File: src/include/lti_pkg.sv
// Package of offsets, fields, reset values and enums for the threshold block
package lti_pkg;

  // Register byte offsets on the AXI4-Lite slave
  localparam logic [7:0] CFG_OFS      = 8'h00;
  localparam logic [7:0] HIGH_LIM_OFS = 8'h04;
  localparam logic [7:0] LOW_LIM_OFS  = 8'h08;
  localparam logic [7:0] ALERT_OFS    = 8'h0C;
  localparam logic [7:0] IRQ_STAT_OFS = 8'h10;
  localparam logic [7:0] IRQ_CLR_OFS  = 8'h14;
  localparam logic [7:0] IRQ_EN_OFS   = 8'h18;
  localparam logic [7:0] RESULT_OFS   = 8'h1C;

  // Configuration field positions
  localparam int CFG_FC_LSB    = 0;   // Fault count select, two bits
  localparam int CFG_SENSE_BIT = 3;   // Interrupt pin sense select
  localparam int CFG_LATCH_BIT = 4;   // Sticky mode select
  localparam int CFG_UNDER_BIT = 5;   // Under-threshold mark, read only
  localparam int CFG_OVER_BIT  = 6;   // Over-threshold mark, read only
  localparam int CFG_READY_BIT = 7;   // Conversion ready, read only
  localparam int CFG_MODE_LSB  = 9;   // Operating mode, two bits

  // Interrupt status bit positions
  localparam int IRQ_CONV_BIT  = 0;
  localparam int IRQ_OVER_BIT  = 1;
  localparam int IRQ_UNDER_BIT = 2;
  localparam int IRQ_W         = 3;

  // Values after reset
  localparam logic [1:0]  FC_RST       = 2'h0;
  localparam logic        SENSE_RST    = 1'b0;
  localparam logic        LATCH_RST    = 1'b1;
  localparam logic [1:0]  MODE_RST     = 2'h0;
  localparam logic [15:0] HIGH_LIM_RST = 16'hFFFF;
  localparam logic [15:0] LOW_LIM_RST  = 16'h0000;
  localparam logic [2:0]  IRQ_EN_RST   = 3'h0;

  // Codes
  localparam logic [1:0] MODE_SHUTDOWN = 2'h0;
  localparam logic [1:0] EOC_TOP_BITS  = 2'h3;
  localparam logic [1:0] RESP_OKAY     = 2'h0;
  localparam logic [1:0] RESP_SLVERR   = 2'h2;

  // Consecutive fault counts per select code
  localparam int           FCNT_W      = 4;
  localparam logic [3:0]   FCNT_SEL0   = 4'h1;
  localparam logic [3:0]   FCNT_SEL1   = 4'h2;
  localparam logic [3:0]   FCNT_SEL2   = 4'h4;
  localparam logic [3:0]   FCNT_SEL3   = 4'h8;

  // Reporting personality derived from sticky bit and low-limit top bits
  typedef enum logic [1:0] {
    LTI_TRANSP,
    LTI_LATCHED,
    LTI_EOC_LATCHED,
    LTI_EOC_TRANSP
  } lti_mode_t;

endpackage

File: src/core/lti_fault_cnt.sv
// Consecutive fault counters, one per comparison direction
`timescale 1ns/1ps
module lti_fault_cnt (
  // Clock and reset
  input  wire logic       clk,
  input  wire logic       sys_rst,
  // Conversion events
  input  wire logic       conv_done,
  input  wire logic [1:0] fault,
  input  wire logic [3:0] target,
  // Criterion met on this conversion
  output logic      [1:0] hit
);

  genvar d;

  // Index 0 counts high-side faults, index 1 low-side faults
  generate
    for (d = 0; d < 2; d++) begin : g_dir
      logic [3:0] cnt_r;   // Faults seen in a row
      logic [3:0] cnt_nxt; // Next count

      // Count up on a fault, restart on a clean one; saturate so a
      // lasting fault keeps meeting the criterion on every conversion
      always_comb begin
        cnt_nxt = cnt_r;
        hit[d]  = 1'b0;
        if (conv_done) begin
          if (fault[d]) begin
            cnt_nxt = (cnt_r >= target) ? target : cnt_r + 4'h1;
            hit[d]  = (cnt_nxt >= target);
          end else begin
            cnt_nxt = 4'h0;
          end
        end
      end

      // Count register
      always_ff @(posedge clk) begin
        if (sys_rst) begin
          cnt_r <= 4'h0;
        end else begin
          cnt_r <= cnt_nxt;
        end
      end
    end
  endgenerate

endmodule

File: src/core/lti_core.sv
// Light threshold interrupt logic with AXI4-Lite register slave
`timescale 1ns/1ps
module lti_core (
  // Clock and reset
  input  wire logic        clk,
  input  wire logic        sys_rst,
  // Conversion results from the front end
  input  wire logic        conv_done,
  input  wire logic [15:0] conv_result,
  // AXI4-Lite write address and data
  input  wire logic        s_axi_awvalid,
  output logic             s_axi_awready,
  input  wire logic [7:0]  s_axi_awaddr,
  input  wire logic        s_axi_wvalid,
  output logic             s_axi_wready,
  input  wire logic [31:0] s_axi_wdata,
  input  wire logic [3:0]  s_axi_wstrb,
  // AXI4-Lite write response
  output logic             s_axi_bvalid,
  input  wire logic        s_axi_bready,
  output logic [1:0]       s_axi_bresp,
  // AXI4-Lite read channels
  input  wire logic        s_axi_arvalid,
  output logic             s_axi_arready,
  input  wire logic [7:0]  s_axi_araddr,
  output logic             s_axi_rvalid,
  input  wire logic        s_axi_rready,
  output logic [31:0]      s_axi_rdata,
  output logic [1:0]       s_axi_rresp,
  // Sensor pins and system interrupt
  output logic             int_pin,
  output logic [1:0]       op_mode,
  output logic             irq
);

  // Configuration state
  logic [1:0]  fc_r, fc_nxt;              // Fault count select
  logic        sense_r, sense_nxt;        // irq_sense_select
  logic        latch_r, latch_nxt;        // Sticky mode select
  logic [1:0]  mode_r, mode_nxt;          // Operating mode
  logic [15:0] high_r, high_nxt;          // High limit
  logic [15:0] low_r, low_nxt;            // Low limit
  logic [15:0] result_r, result_nxt;      // Latest result
  // Reporting state
  logic        over_r, over_nxt;          // over_threshold_mark
  logic        under_r, under_nxt;        // under_threshold_mark
  logic        ready_r, ready_nxt;        // Conversion ready
  logic        active_r, active_nxt;      // Pin state, active or not
  logic        pin_r, pin_nxt;            // Pin level
  // System interrupt state
  logic [2:0]  stat_r, stat_nxt;          // Sticky event bits
  logic [2:0]  en_r, en_nxt;              // Enable mask
  logic        irq_r, irq_nxt;            // Interrupt output
  // Bus state
  logic        aw_held_r, aw_held_nxt;    // Write address taken
  logic [7:0]  awaddr_r, awaddr_nxt;
  logic        w_held_r, w_held_nxt;      // Write data taken
  logic [31:0] wdata_r, wdata_nxt;
  logic [3:0]  wstrb_r, wstrb_nxt;
  logic        awready_r, awready_nxt;
  logic        wready_r, wready_nxt;
  logic        bvalid_r, bvalid_nxt;
  logic [1:0]  bresp_r, bresp_nxt;
  logic        arready_r, arready_nxt;
  logic        rvalid_r, rvalid_nxt;
  logic [31:0] rdata_r, rdata_nxt;
  logic [1:0]  rresp_r, rresp_nxt;
  // Decoded events
  logic        wr_fire;                   // Write performed this cycle
  logic        rd_fire;                   // Read address taken
  logic        cfg_rd;                    // Configuration read
  logic        cfg_wr;                    // Configuration write
  logic        cfg_wr_run;                // Write with a running mode
  logic        alert;                     // Alert response honoured
  logic [15:0] wr16;                      // Lane-merged write value
  logic [15:0] cfg_view;                  // Configuration read image
  logic [3:0]  target;                    // Faults needed in a row
  logic [1:0]  fault;                     // Raw comparison per side
  logic [1:0]  hit;                       // Criterion met per side
  lti_pkg::lti_mode_t rep_mode;           // Reporting personality

  // Fault counters
  lti_fault_cnt i_lti_fault_cnt (
    .clk       (clk),
    .sys_rst   (sys_rst),
    .conv_done (conv_done),
    .fault     (fault),
    .target    (target),
    .hit       (hit)
  );

  // Comparisons and mode decode
  always_comb begin
    fault[0] = (conv_result > high_r);
    fault[1] = (conv_result < low_r);
    case (fc_r)
      2'h0:    target = lti_pkg::FCNT_SEL0;
      2'h1:    target = lti_pkg::FCNT_SEL1;
      2'h2:    target = lti_pkg::FCNT_SEL2;
      default: target = lti_pkg::FCNT_SEL3;
    endcase
    // Top two low-limit bits pick end-of-conversion reporting
    if (low_r[15:14] == lti_pkg::EOC_TOP_BITS) begin
      rep_mode = latch_r ? lti_pkg::LTI_EOC_LATCHED
                         : lti_pkg::LTI_EOC_TRANSP;
    end else begin
      rep_mode = latch_r ? lti_pkg::LTI_LATCHED
                         : lti_pkg::LTI_TRANSP;
    end
  end

  // Bus event decode
  always_comb begin
    wr_fire = aw_held_r & w_held_r & ~bvalid_r;
    rd_fire = s_axi_arvalid & arready_r;
    cfg_rd  = rd_fire & (s_axi_araddr == lti_pkg::CFG_OFS);
    cfg_wr  = wr_fire & (awaddr_r == lti_pkg::CFG_OFS);
    wr16[7:0]  = wstrb_r[0] ? wdata_r[7:0]  : 8'h00;
    wr16[15:8] = wstrb_r[1] ? wdata_r[15:8] : 8'h00;
    // Mode field sits in the upper lane; a missing lane keeps it
    cfg_wr_run = cfg_wr & (wstrb_r[1] ? (wr16[10:9] != lti_pkg::MODE_SHUTDOWN)
                                      : (mode_r != lti_pkg::MODE_SHUTDOWN));
    // Transparent reporting does not answer the alert address
    alert = wr_fire & (awaddr_r == lti_pkg::ALERT_OFS) & latch_r;
    cfg_view = 16'h0000;
    cfg_view[lti_pkg::CFG_FC_LSB +: 2]   = fc_r;
    cfg_view[lti_pkg::CFG_SENSE_BIT]     = sense_r;
    cfg_view[lti_pkg::CFG_LATCH_BIT]     = latch_r;
    cfg_view[lti_pkg::CFG_UNDER_BIT]     = under_r;
    cfg_view[lti_pkg::CFG_OVER_BIT]      = over_r;
    cfg_view[lti_pkg::CFG_READY_BIT]     = ready_r;
    cfg_view[lti_pkg::CFG_MODE_LSB +: 2] = mode_r;
  end

  // Register file writes; only byte lanes 0 and 1 carry data
  always_comb begin
    fc_nxt     = fc_r;
    sense_nxt  = sense_r;
    latch_nxt  = latch_r;
    mode_nxt   = mode_r;
    high_nxt   = high_r;
    low_nxt    = low_r;
    en_nxt     = en_r;
    result_nxt = conv_done ? conv_result : result_r;
    if (cfg_wr) begin
      if (wstrb_r[0]) begin
        fc_nxt    = wr16[lti_pkg::CFG_FC_LSB +: 2];
        sense_nxt = wr16[lti_pkg::CFG_SENSE_BIT];
        latch_nxt = wr16[lti_pkg::CFG_LATCH_BIT];
      end
      if (wstrb_r[1]) begin
        mode_nxt = wr16[lti_pkg::CFG_MODE_LSB +: 2];
      end
    end
    if (wr_fire && awaddr_r == lti_pkg::HIGH_LIM_OFS) begin
      if (wstrb_r[0]) high_nxt[7:0]  = wr16[7:0];
      if (wstrb_r[1]) high_nxt[15:8] = wr16[15:8];
    end
    if (wr_fire && awaddr_r == lti_pkg::LOW_LIM_OFS) begin
      if (wstrb_r[0]) low_nxt[7:0]  = wr16[7:0];
      if (wstrb_r[1]) low_nxt[15:8] = wr16[15:8];
    end
    if (wr_fire && awaddr_r == lti_pkg::IRQ_EN_OFS && wstrb_r[0]) begin
      en_nxt = wr16[2:0];
    end
  end

  // Reporting: clears are applied first so a same-cycle set wins
  always_comb begin
    over_nxt   = over_r;
    under_nxt  = under_r;
    active_nxt = active_r;
    // Conversion ready
    ready_nxt = ready_r;
    if (cfg_rd || cfg_wr_run) begin
      ready_nxt = 1'b0;
    end
    if (conv_done) begin
      ready_nxt = 1'b1;
    end
    case (rep_mode)
      lti_pkg::LTI_TRANSP: begin
        // Config accesses leave the comparison image untouched
        if (hit[0]) begin
          over_nxt   = 1'b1;
          under_nxt  = 1'b0;
          active_nxt = 1'b1;
        end else if (hit[1]) begin
          under_nxt  = 1'b1;
          over_nxt   = 1'b0;
          active_nxt = 1'b0;
        end
      end
      lti_pkg::LTI_LATCHED: begin
        if (cfg_rd) begin
          over_nxt   = 1'b0;
          under_nxt  = 1'b0;
          active_nxt = 1'b0;
        end
        if (alert) begin
          active_nxt = 1'b0;
        end
        if (hit[0]) begin
          over_nxt   = 1'b1;
          active_nxt = 1'b1;
        end
        if (hit[1]) begin
          under_nxt  = 1'b1;
          active_nxt = 1'b1;
        end
      end
      lti_pkg::LTI_EOC_LATCHED: begin
        if (cfg_rd) begin
          over_nxt  = 1'b0;
          under_nxt = 1'b0;
        end
        if (cfg_rd || cfg_wr_run || alert) begin
          active_nxt = 1'b0;
        end
        if (hit[0]) begin
          over_nxt = 1'b1;
        end
        if (hit[1]) begin
          under_nxt = 1'b1;
        end
        if (conv_done) begin
          active_nxt = 1'b1;
        end
      end
      lti_pkg::LTI_EOC_TRANSP: begin
        // Alert response has no effect here
        if (cfg_rd || cfg_wr_run) begin
          active_nxt = 1'b0;
        end
        if (hit[0]) begin
          over_nxt  = 1'b1;
          under_nxt = 1'b0;
        end else if (hit[1]) begin
          under_nxt = 1'b1;
          over_nxt  = 1'b0;
        end
        if (conv_done) begin
          active_nxt = 1'b1;
        end
      end
      default: begin
        active_nxt = active_r;
      end
    endcase
    // Dropping the sticky bit hands the pin back to the transparent
    // image, which is how software frees a pin held over from EOC;
    // EOC modes keep their own config-write pin rules
    if (rep_mode == lti_pkg::LTI_LATCHED && cfg_wr && !latch_nxt
        && !conv_done) begin
      active_nxt = over_r;
    end
    // Low when active with sense 0, low when inactive with sense 1
    pin_nxt = ~(active_nxt ^ sense_nxt);
  end

  // System interrupt: sticky status, set beats clear
  always_comb begin
    stat_nxt = stat_r;
    if (wr_fire && awaddr_r == lti_pkg::IRQ_CLR_OFS && wstrb_r[0]) begin
      stat_nxt = stat_r & ~wr16[2:0];
    end
    stat_nxt[lti_pkg::IRQ_CONV_BIT]  = stat_nxt[lti_pkg::IRQ_CONV_BIT]
                                       | conv_done;
    stat_nxt[lti_pkg::IRQ_OVER_BIT]  = stat_nxt[lti_pkg::IRQ_OVER_BIT]
                                       | hit[0];
    stat_nxt[lti_pkg::IRQ_UNDER_BIT] = stat_nxt[lti_pkg::IRQ_UNDER_BIT]
                                       | hit[1];
    irq_nxt = |(stat_nxt & en_nxt);
  end

  // AXI4-Lite handshakes, one write and one read in flight
  always_comb begin
    aw_held_nxt = aw_held_r;
    awaddr_nxt  = awaddr_r;
    w_held_nxt  = w_held_r;
    wdata_nxt   = wdata_r;
    wstrb_nxt   = wstrb_r;
    bvalid_nxt  = bvalid_r;
    bresp_nxt   = bresp_r;
    if (s_axi_awvalid && awready_r) begin
      aw_held_nxt = 1'b1;
      awaddr_nxt  = s_axi_awaddr;
    end
    if (s_axi_wvalid && wready_r) begin
      w_held_nxt = 1'b1;
      wdata_nxt  = s_axi_wdata;
      wstrb_nxt  = s_axi_wstrb;
    end
    if (wr_fire) begin
      aw_held_nxt = 1'b0;
      w_held_nxt  = 1'b0;
      bvalid_nxt  = 1'b1;
      case (awaddr_r)
        lti_pkg::CFG_OFS, lti_pkg::HIGH_LIM_OFS, lti_pkg::LOW_LIM_OFS,
        lti_pkg::ALERT_OFS, lti_pkg::IRQ_CLR_OFS, lti_pkg::IRQ_EN_OFS:
          bresp_nxt = lti_pkg::RESP_OKAY;
        default:
          bresp_nxt = lti_pkg::RESP_SLVERR;
      endcase
    end else if (bvalid_r && s_axi_bready) begin
      bvalid_nxt = 1'b0;
    end
    awready_nxt = ~aw_held_nxt & ~bvalid_nxt;
    wready_nxt  = ~w_held_nxt & ~bvalid_nxt;
    // Read side
    rvalid_nxt = rvalid_r;
    rdata_nxt  = rdata_r;
    rresp_nxt  = rresp_r;
    if (rd_fire) begin
      rvalid_nxt = 1'b1;
      rdata_nxt  = 32'h0000_0000;
      rresp_nxt  = lti_pkg::RESP_OKAY;
      case (s_axi_araddr)
        lti_pkg::CFG_OFS:      rdata_nxt[15:0] = cfg_view;
        lti_pkg::HIGH_LIM_OFS: rdata_nxt[15:0] = high_r;
        lti_pkg::LOW_LIM_OFS:  rdata_nxt[15:0] = low_r;
        lti_pkg::IRQ_STAT_OFS: rdata_nxt[2:0]  = stat_r;
        lti_pkg::IRQ_EN_OFS:   rdata_nxt[2:0]  = en_r;
        lti_pkg::RESULT_OFS:   rdata_nxt[15:0] = result_r;
        // Write-only registers read as zero
        lti_pkg::ALERT_OFS, lti_pkg::IRQ_CLR_OFS: rdata_nxt = 32'h0000_0000;
        default:               rresp_nxt = lti_pkg::RESP_SLVERR;
      endcase
    end else if (rvalid_r && s_axi_rready) begin
      rvalid_nxt = 1'b0;
    end
    arready_nxt = ~rvalid_nxt;
  end

  // State registers
  always_ff @(posedge clk) begin
    if (sys_rst) begin
      fc_r      <= lti_pkg::FC_RST;
      sense_r   <= lti_pkg::SENSE_RST;
      latch_r   <= lti_pkg::LATCH_RST;
      mode_r    <= lti_pkg::MODE_RST;
      high_r    <= lti_pkg::HIGH_LIM_RST;
      low_r     <= lti_pkg::LOW_LIM_RST;
      result_r  <= 16'h0000;
      over_r    <= 1'b0;
      under_r   <= 1'b0;
      ready_r   <= 1'b0;
      active_r  <= 1'b0;
      pin_r     <= ~lti_pkg::SENSE_RST;
      stat_r    <= 3'h0;
      en_r      <= lti_pkg::IRQ_EN_RST;
      irq_r     <= 1'b0;
      aw_held_r <= 1'b0;
      awaddr_r  <= 8'h00;
      w_held_r  <= 1'b0;
      wdata_r   <= 32'h0000_0000;
      wstrb_r   <= 4'h0;
      awready_r <= 1'b0;
      wready_r  <= 1'b0;
      bvalid_r  <= 1'b0;
      bresp_r   <= lti_pkg::RESP_OKAY;
      arready_r <= 1'b0;
      rvalid_r  <= 1'b0;
      rdata_r   <= 32'h0000_0000;
      rresp_r   <= lti_pkg::RESP_OKAY;
    end else begin
      fc_r      <= fc_nxt;
      sense_r   <= sense_nxt;
      latch_r   <= latch_nxt;
      mode_r    <= mode_nxt;
      high_r    <= high_nxt;
      low_r     <= low_nxt;
      result_r  <= result_nxt;
      over_r    <= over_nxt;
      under_r   <= under_nxt;
      ready_r   <= ready_nxt;
      active_r  <= active_nxt;
      pin_r     <= pin_nxt;
      stat_r    <= stat_nxt;
      en_r      <= en_nxt;
      irq_r     <= irq_nxt;
      aw_held_r <= aw_held_nxt;
      awaddr_r  <= awaddr_nxt;
      w_held_r  <= w_held_nxt;
      wdata_r   <= wdata_nxt;
      wstrb_r   <= wstrb_nxt;
      awready_r <= awready_nxt;
      wready_r  <= wready_nxt;
      bvalid_r  <= bvalid_nxt;
      bresp_r   <= bresp_nxt;
      arready_r <= arready_nxt;
      rvalid_r  <= rvalid_nxt;
      rdata_r   <= rdata_nxt;
      rresp_r   <= rresp_nxt;
    end
  end

  // Outputs straight from flops
  assign s_axi_awready = awready_r;
  assign s_axi_wready  = wready_r;
  assign s_axi_bvalid  = bvalid_r;
  assign s_axi_bresp   = bresp_r;
  assign s_axi_arready = arready_r;
  assign s_axi_rvalid  = rvalid_r;
  assign s_axi_rdata   = rdata_r;
  assign s_axi_rresp   = rresp_r;
  assign int_pin       = pin_r;
  assign op_mode       = mode_r;
  assign irq           = irq_r;

endmodule

File: config.mk
export PLATFORM = sky130hd
export DESIGN_NAME = lti_core
export DESIGN_NICKNAME = d
export VERILOG_FILES = /design/src/include/lti_pkg.sv /design/src/core/lti_fault_cnt.sv /design/src/core/lti_core.sv
export SDC_FILE = /design/constraint.sdc
export NUM_CORES = 1
export LEC_CHECK = 0
export BUFFER_PORTS_ARGS = -buffer_cell sky130_fd_sc_hd__buf_2
export CAP_MARGIN = 20
export CORE_MARGIN = 1
export CORE_UTILIZATION = 55
export CTS_CLUSTER_SIZE = 14
export DETAILED_ROUTE_END_ITERATION = 10
export PLACE_DENSITY = 0.79
export SLEW_MARGIN = 40
export SYNTH_ARGS = -nofsm -noshare
export SYNTH_HDL_FRONTEND = slang
export SYNTH_SLANG_ARGS = --single-unit
File: constraint.sdc
create_clock -name clk -period 4.2 [get_ports clk]
set_input_delay 0.42 -clock clk [delete_from_list [all_inputs] [get_ports clk]]
set_output_delay 0.42 -clock clk [all_outputs]
set_load 0.05 [all_outputs]
* Word-level counts from Yosys, hierarchy flattened
Index checks and enable logic that the tools add are counted.
** Storage, ports and cells
- Input bits :: 76
- Latch bits :: 0
- Bits in read-only memories :: 0
- Flip-flop bits (word level) :: 127
- Bits in writable memories :: 0
- Memories kept :: 0
** Operators by class
- Divide/modulo/power cells :: 0
- Order comparisons :: 6
- Add/sub/neg operators :: 2
- Bitwise logic cells :: 23
- Mux-type cells :: 56
- Reduce and logical (&&, ||, !) cells :: 37
- Multiply operators :: 0
- Shift-type cells :: 0
- Eq/ne operators :: 21
** Operators by type and width (number)
- one-hot mux 13 bit (4 select lines) :: 1
- equality test 8 x 5 -> 1 bit (second input constant) :: 6
- 2-to-1 mux 1 bit :: 39
- equality test 8 x 4 -> 1 bit (second input constant) :: 4
- one-hot mux 3 bit (6 select lines) :: 1
- equality test 8 x 3 -> 1 bit (second input constant) :: 2
- greater-or-equal comparator 4 bit :: 4
- greater-than comparator 16 bit :: 1
- zero test 8 bit :: 2
- < comparator 16 bit :: 1
- 2-to-1 mux 4 bit :: 4
- 2-to-1 mux 8 bit :: 2
- AND reduction 2 bit :: 8
- logical AND 1 bit :: 13
- one-hot mux 4 bit (3 select lines) :: 1
- AND 1 bit :: 10
- != test 3 x 1 -> 1 bit (second input constant) :: 3
- adder 4 x 1 -> 4 bit (second input constant) :: 2
- equality test 2 bit (second input constant) :: 4
- OR reduction 8 bit :: 1
- AND 3 bit :: 2
- 2-to-1 mux 2 bit :: 3
- 2-to-1 mux 3 bit :: 2
- inverter 1 bit :: 6
- other kinds (13) :: 23

* Longest topological paths before layout
- Word-level depth :: 13
- Mapped depth :: 16
- Depth with buffers taken out :: 16

* By module
Synthesis repeated with hierarchy kept, for this count alone.
** Unflattened totals
- Cell total of the unflattened synthesis :: 791
- Area total of the unflattened synthesis :: 6668.9 um^2
** Modules (own cells, without submodules)
- lti_core :: cells an instance 684, times used 1, area an instance 5756.8 um^2
- lti_fault_cnt :: cells an instance 107, times used 1, area an instance 912.1 um^2

* Worst setup path after synthesis
OpenSTA, ideal clock, no wires.
- Path kind :: reg-to-reg
- Start point :: register fc_r[0]
- End point :: register pin_r, in the netlist int_pin
- Clock period less this slack :: 3.741 ns
- Setup slack :: 0.459 ns
- Stages on the path, launching flop included :: 17
- Path buffers :: 0
- Arrival time :: 3.607 ns
- Required time :: 4.066 ns
- Cell sequence :: dfxtp_1 > nor2_1 > ha_1 > nand2b_1 > a21o_1 > a21o_1 > a21oi_1 > mux2i_1 > ha_1 > nand2b_1 > a2111oi_0 > nor3_1 > clkinv_1 > nor2_1 > o31a_1 > nor4_1 > o31ai_2
** Between the ends
- Cells in the longest elaborated chain, start to end :: 13
- Elaborated cells on any way between the ends :: 22
- Classes of those cells :: order compare (4); eq/ne (2); mux (13); bitwise (2); reduce/logical (1)
** Ends and longest elaborated chain
- from (decl) :: RTL line lti_core.sv:37 : logic [1:0] fc_r, fc_nxt;
- from (signal assigned) :: RTL line lti_core.sv:338 : fc_r <= lti_pkg::FC_RST;
- from (signal assigned) :: RTL line lti_core.sv:367 : fc_r <= fc_nxt;
- equality test 2 bit (tied with other cells) :: RTL line lti_core.sv:96 : case (fc_r)
- one-hot mux 4 bit (3 select lines) (*) :: RTL line lti_core.sv:96
- greater-or-equal comparator 4 bit :: RTL line lti_fault_cnt.sv:30 : cnt_nxt = (cnt_r >= target) ? target : cnt_r + 4'h1;
- 2-to-1 mux 4 bit :: RTL line lti_fault_cnt.sv:30
- greater-or-equal comparator 4 bit :: RTL line lti_fault_cnt.sv:31 : hit[d] = (cnt_nxt >= target);
- 2-to-1 mux 1 bit :: RTL line lti_fault_cnt.sv:29 : if (fault[d]) begin
- 2-to-1 mux 1 bit :: RTL line lti_fault_cnt.sv:28 : if (conv_done) begin
- 2-to-1 mux 1 bit (on tied branches) :: RTL line lti_core.sv:203, lti_core.sv:188
- 2-to-1 mux 1 bit (on tied branches) :: RTL line lti_core.sv:207, lti_core.sv:184
- one-hot mux 1 bit (4 select lines) (*) :: RTL line lti_core.sv:181 : case (rep_mode)
- 2-to-1 mux 1 bit (*) :: RTL line lti_core.sv:253 : if (rep_mode == lti_pkg::LTI_LATCHED && cfg_wr && !latch_nxt
- bitwise XOR 1 bit (*) :: RTL line lti_core.sv:258 : pin_nxt = ~(active_nxt ^ sense_nxt);
- inverter 1 bit (*) :: RTL line lti_core.sv:258
- to (signal assigned) :: RTL line lti_core.sv:349 : pin_r <= ~lti_pkg::SENSE_RST;
- to (signal assigned) :: RTL line lti_core.sv:378 : pin_r <= pin_nxt;
- to (decl) :: RTL line lti_core.sv:49 : logic pin_r, pin_nxt;
Every way passes the cells marked *; elsewhere a longest branch is shown, timed or not.
A chain may end at the register's enable or synchronous reset.

* Final worst setup path
Same ends and word-level chain as after synthesis.

==> qor.csv <==
metric,value,unit
core-area,11500,um^2
grt_antenna_before_repair,0,
dr_total_vias,5798,
synth-edff-count,0,
syn_inst,791,
gp_congestion,0.882,
io_pins,121,
synthDistinctLibCells,58,
clk_pin_slew,0.06,ns
ys.flop_type,dfxtp_1,
intPower,2.19,mW
clock-root-buffer,clkbuf_16,
drt-total-wl,16.4,mm
p_total,2.95,mW
slew_viol_final,0,
ys_seq_area_share,38.5,%
vias_per_cell,5.70,
htreeDepth,4,
fin_skew,0.00640,ns
max_freq,0.254,GHz
p_leak,3.34,nW
relSlewSlack,42.3,%
postSynthAreaPerCell,8.21,um^2
cts_buffer_depth,2,
fin_ws,0.257,ns
hp-class,input port to flop,
min_period_over_period,93.9,%
max-cap-violations,0,
start_util,56.6,%
p_switching,759,uW
multi_input_area,3630,um^2
synth_warnings,0,
pwr-share-comb,9.0,%
fillers,972,
placementRows,39,
async_reset_ff_share,0,%
drt_iter0_drc,331,
track_usage,27.6,%
syn_area,6490,um^2
seqPwrFrac,42.4,%
place_ws,0.145,ns
hpwl,11.5,mm
synth-seq-cells,125,
cts.sinks,125,
die_w,111,um
path_class,flop to flop,
power-per-cell-area,392,nW/um^2
critPathMaxFanout,6,
antenna_left,0,
wl_per_cell,16.1,um
dieArea,12200,um^2
drive_gt1_share,15.5,%
final_nets,990,
setup_viol,0,
cts_made_buffers,17,
cts_tree,yes,
grt-ovfl-total,0,
ir_drop,255,uV
die_y,111,um
grt_pass1_vias,5519,
mostFrequentLayoutCells,"135 x nand2_1, 125 x dfxtp_1, 84 x buf_2, 74 x nor2_1, 66 x a21oi_1",
cp-end-kind,flop,
startpoint_type,flop,
power_frac_clock,48.6,%
grt_pass1_wl,27.1,mm
fin_tns_setup,0,ns
numPortBuffers,84,
area_growth,16.0,%
register_area,2500,um^2
grt_start_max_net_pins,59,
layout_commonest_cell,nand2_1,
swShare,25.7,%
drc,0,
dr.pass1.iters,5,
status,completed,
rsz0062_at_grt,false,
worst_pin_slew,0.860,ns
required,4.47,ns
hold_viol,0,
diodes,0,
critical_path_arrival,4.21,ns
fin_crit,3.94,ns
insertion_delay,0.42,ns
## final timing paths
| check | from | to | slack, ns | cells after the start |
|---|---|---|---|---|
| setup / recovery | fc_r[0] | int_pin | 0.26 | 16 |
| hold / removal | s_axi_awaddr[5] | awaddr_r[5] | 0.24 | 3 |
| hold reg to reg | s_axi_rdata[14] | s_axi_rdata[14] | 0.45 | 2 |
| setup reg to reg | fc_r[0] | int_pin | 0.26 | 16 |
## per-stage QoR
| stage | util (%) | hold WS (ns) | area, um^2 | cells |
|---|---|---|---|---|
| after floorplan | - | 0.417 | 6560 | 808 |
| after global placement | 60.5 | 0.437 | 6940 | 986 |
| after detailed placement | 60.5 | 0.443 | 6940 | 986 |
| after CTS | 65.6 | 0.227 | 7520 | 1018 |
| after global routing | 65.7 | 0.239 | 7530 | 1018 |
| final | 65.7 | 0.239 | 7530 | 1018 |
## power groups by stage
stage                     Sequential (mW)  Combinational (mW)  Clock, mW
after floorplan                      1.29               0.181          0
after global placement               1.27               0.259          0
after detailed placement             1.27               0.263          0
after CTS                            1.25               0.264       1.45
after global routing                 1.25               0.291       1.51
final                                1.25               0.266       1.44
## repair_timing
item | CTS | global route
setup buffers | 0 | 0
resized for setup | 1 | 2
setup endpoints to repair | 1 | 1
pin swaps | 0 | 0
gates cloned | 0 | 0
hold buffers | 0 | 0
## critical path, cell delays in order, from the launching register on
cell and delay, ns:
dfxtp_1 0.36, nor2_2 0.26, ha_1 0.28, nand2b_1 0.13, a21o_1 0.17, a21o_1 0.18, a21oi_2 0.23, mux2i_1 0.29
ha_1 0.28, nand2b_1 0.15, a2111oi_0 0.40, nor3_1 0.11, clkinv_1 0.07, nor2_1 0.10, o31a_1 0.34, nor4_1 0.34
o31ai_2 0.10
## state kept, by name, summed over array words and instances (netlist names), 2 cells and up
register and flops:
fc_r 2, i_lti_fault_cnt.g_dir.cnt_r 8, op_mode 2, low_r 16
wdata_r 16, s_axi_rdata 16, wstrb_r 2, result_r 16
high_r 16, awaddr_r 8, stat_r 3, en_r 3
## metal layers
layer | share of wire (%) | routed length (um) | GRT usage (%)
met2 | 44 | 7280 | 43.3
met1 | 46 | 7490 | 36.2
met4 | 2.4 | 389 | 11.5
met3 | 7.4 | 1220 | 6.83
met5 | 0 | 0 | 0
## logic make-up after synthesis
logic type / synth area share, %
AOI/OAI and AO/OA: 16.7
xor gates and xnor gates: 0.944
adders and majority gates: 10.0
buffers and inverters: 6.80
DFF: 38.5
muxes: 7.34
other: 0.0578
and+or+nand+nor: 19.6
## synth_stat cells (all sizes together), types with 3 or more instances
cell type	instances	share of area, %
a22oi	27	3.1
and2	10	0.96
ha	52	10
nand2	135	7.8
buf	23	2.4
and3	3	0.29
a21o	8	0.93
nor2b	7	0.67
dfxtp	125	39
nand4	3	0.29
o21ai	24	1.9
a31oi	3	0.29
xnor2	5	0.67
nor3b	3	0.42
nor3	18	1.5
mux2i	42	6.5
nand3	12	0.93
nor4	7	0.67
clkbuf	34	2.0
a21oi	68	5.2
nand2b	8	0.77
o211ai	16	1.9
a221oi	4	0.54
nor2	75	4.3
inv	41	2.4
mux2	5	0.87
## cell type report
class	count	share of cell area (%)
multi-input cells	584	48.2
flip-flops and latches	125	33.2
repair buffers	92	6.38
clock buffers	18	5.83
well taps	143	2.38
inverters	42	2.09
clock inverters	14	1.91
(Power assumes the default switching activity.)
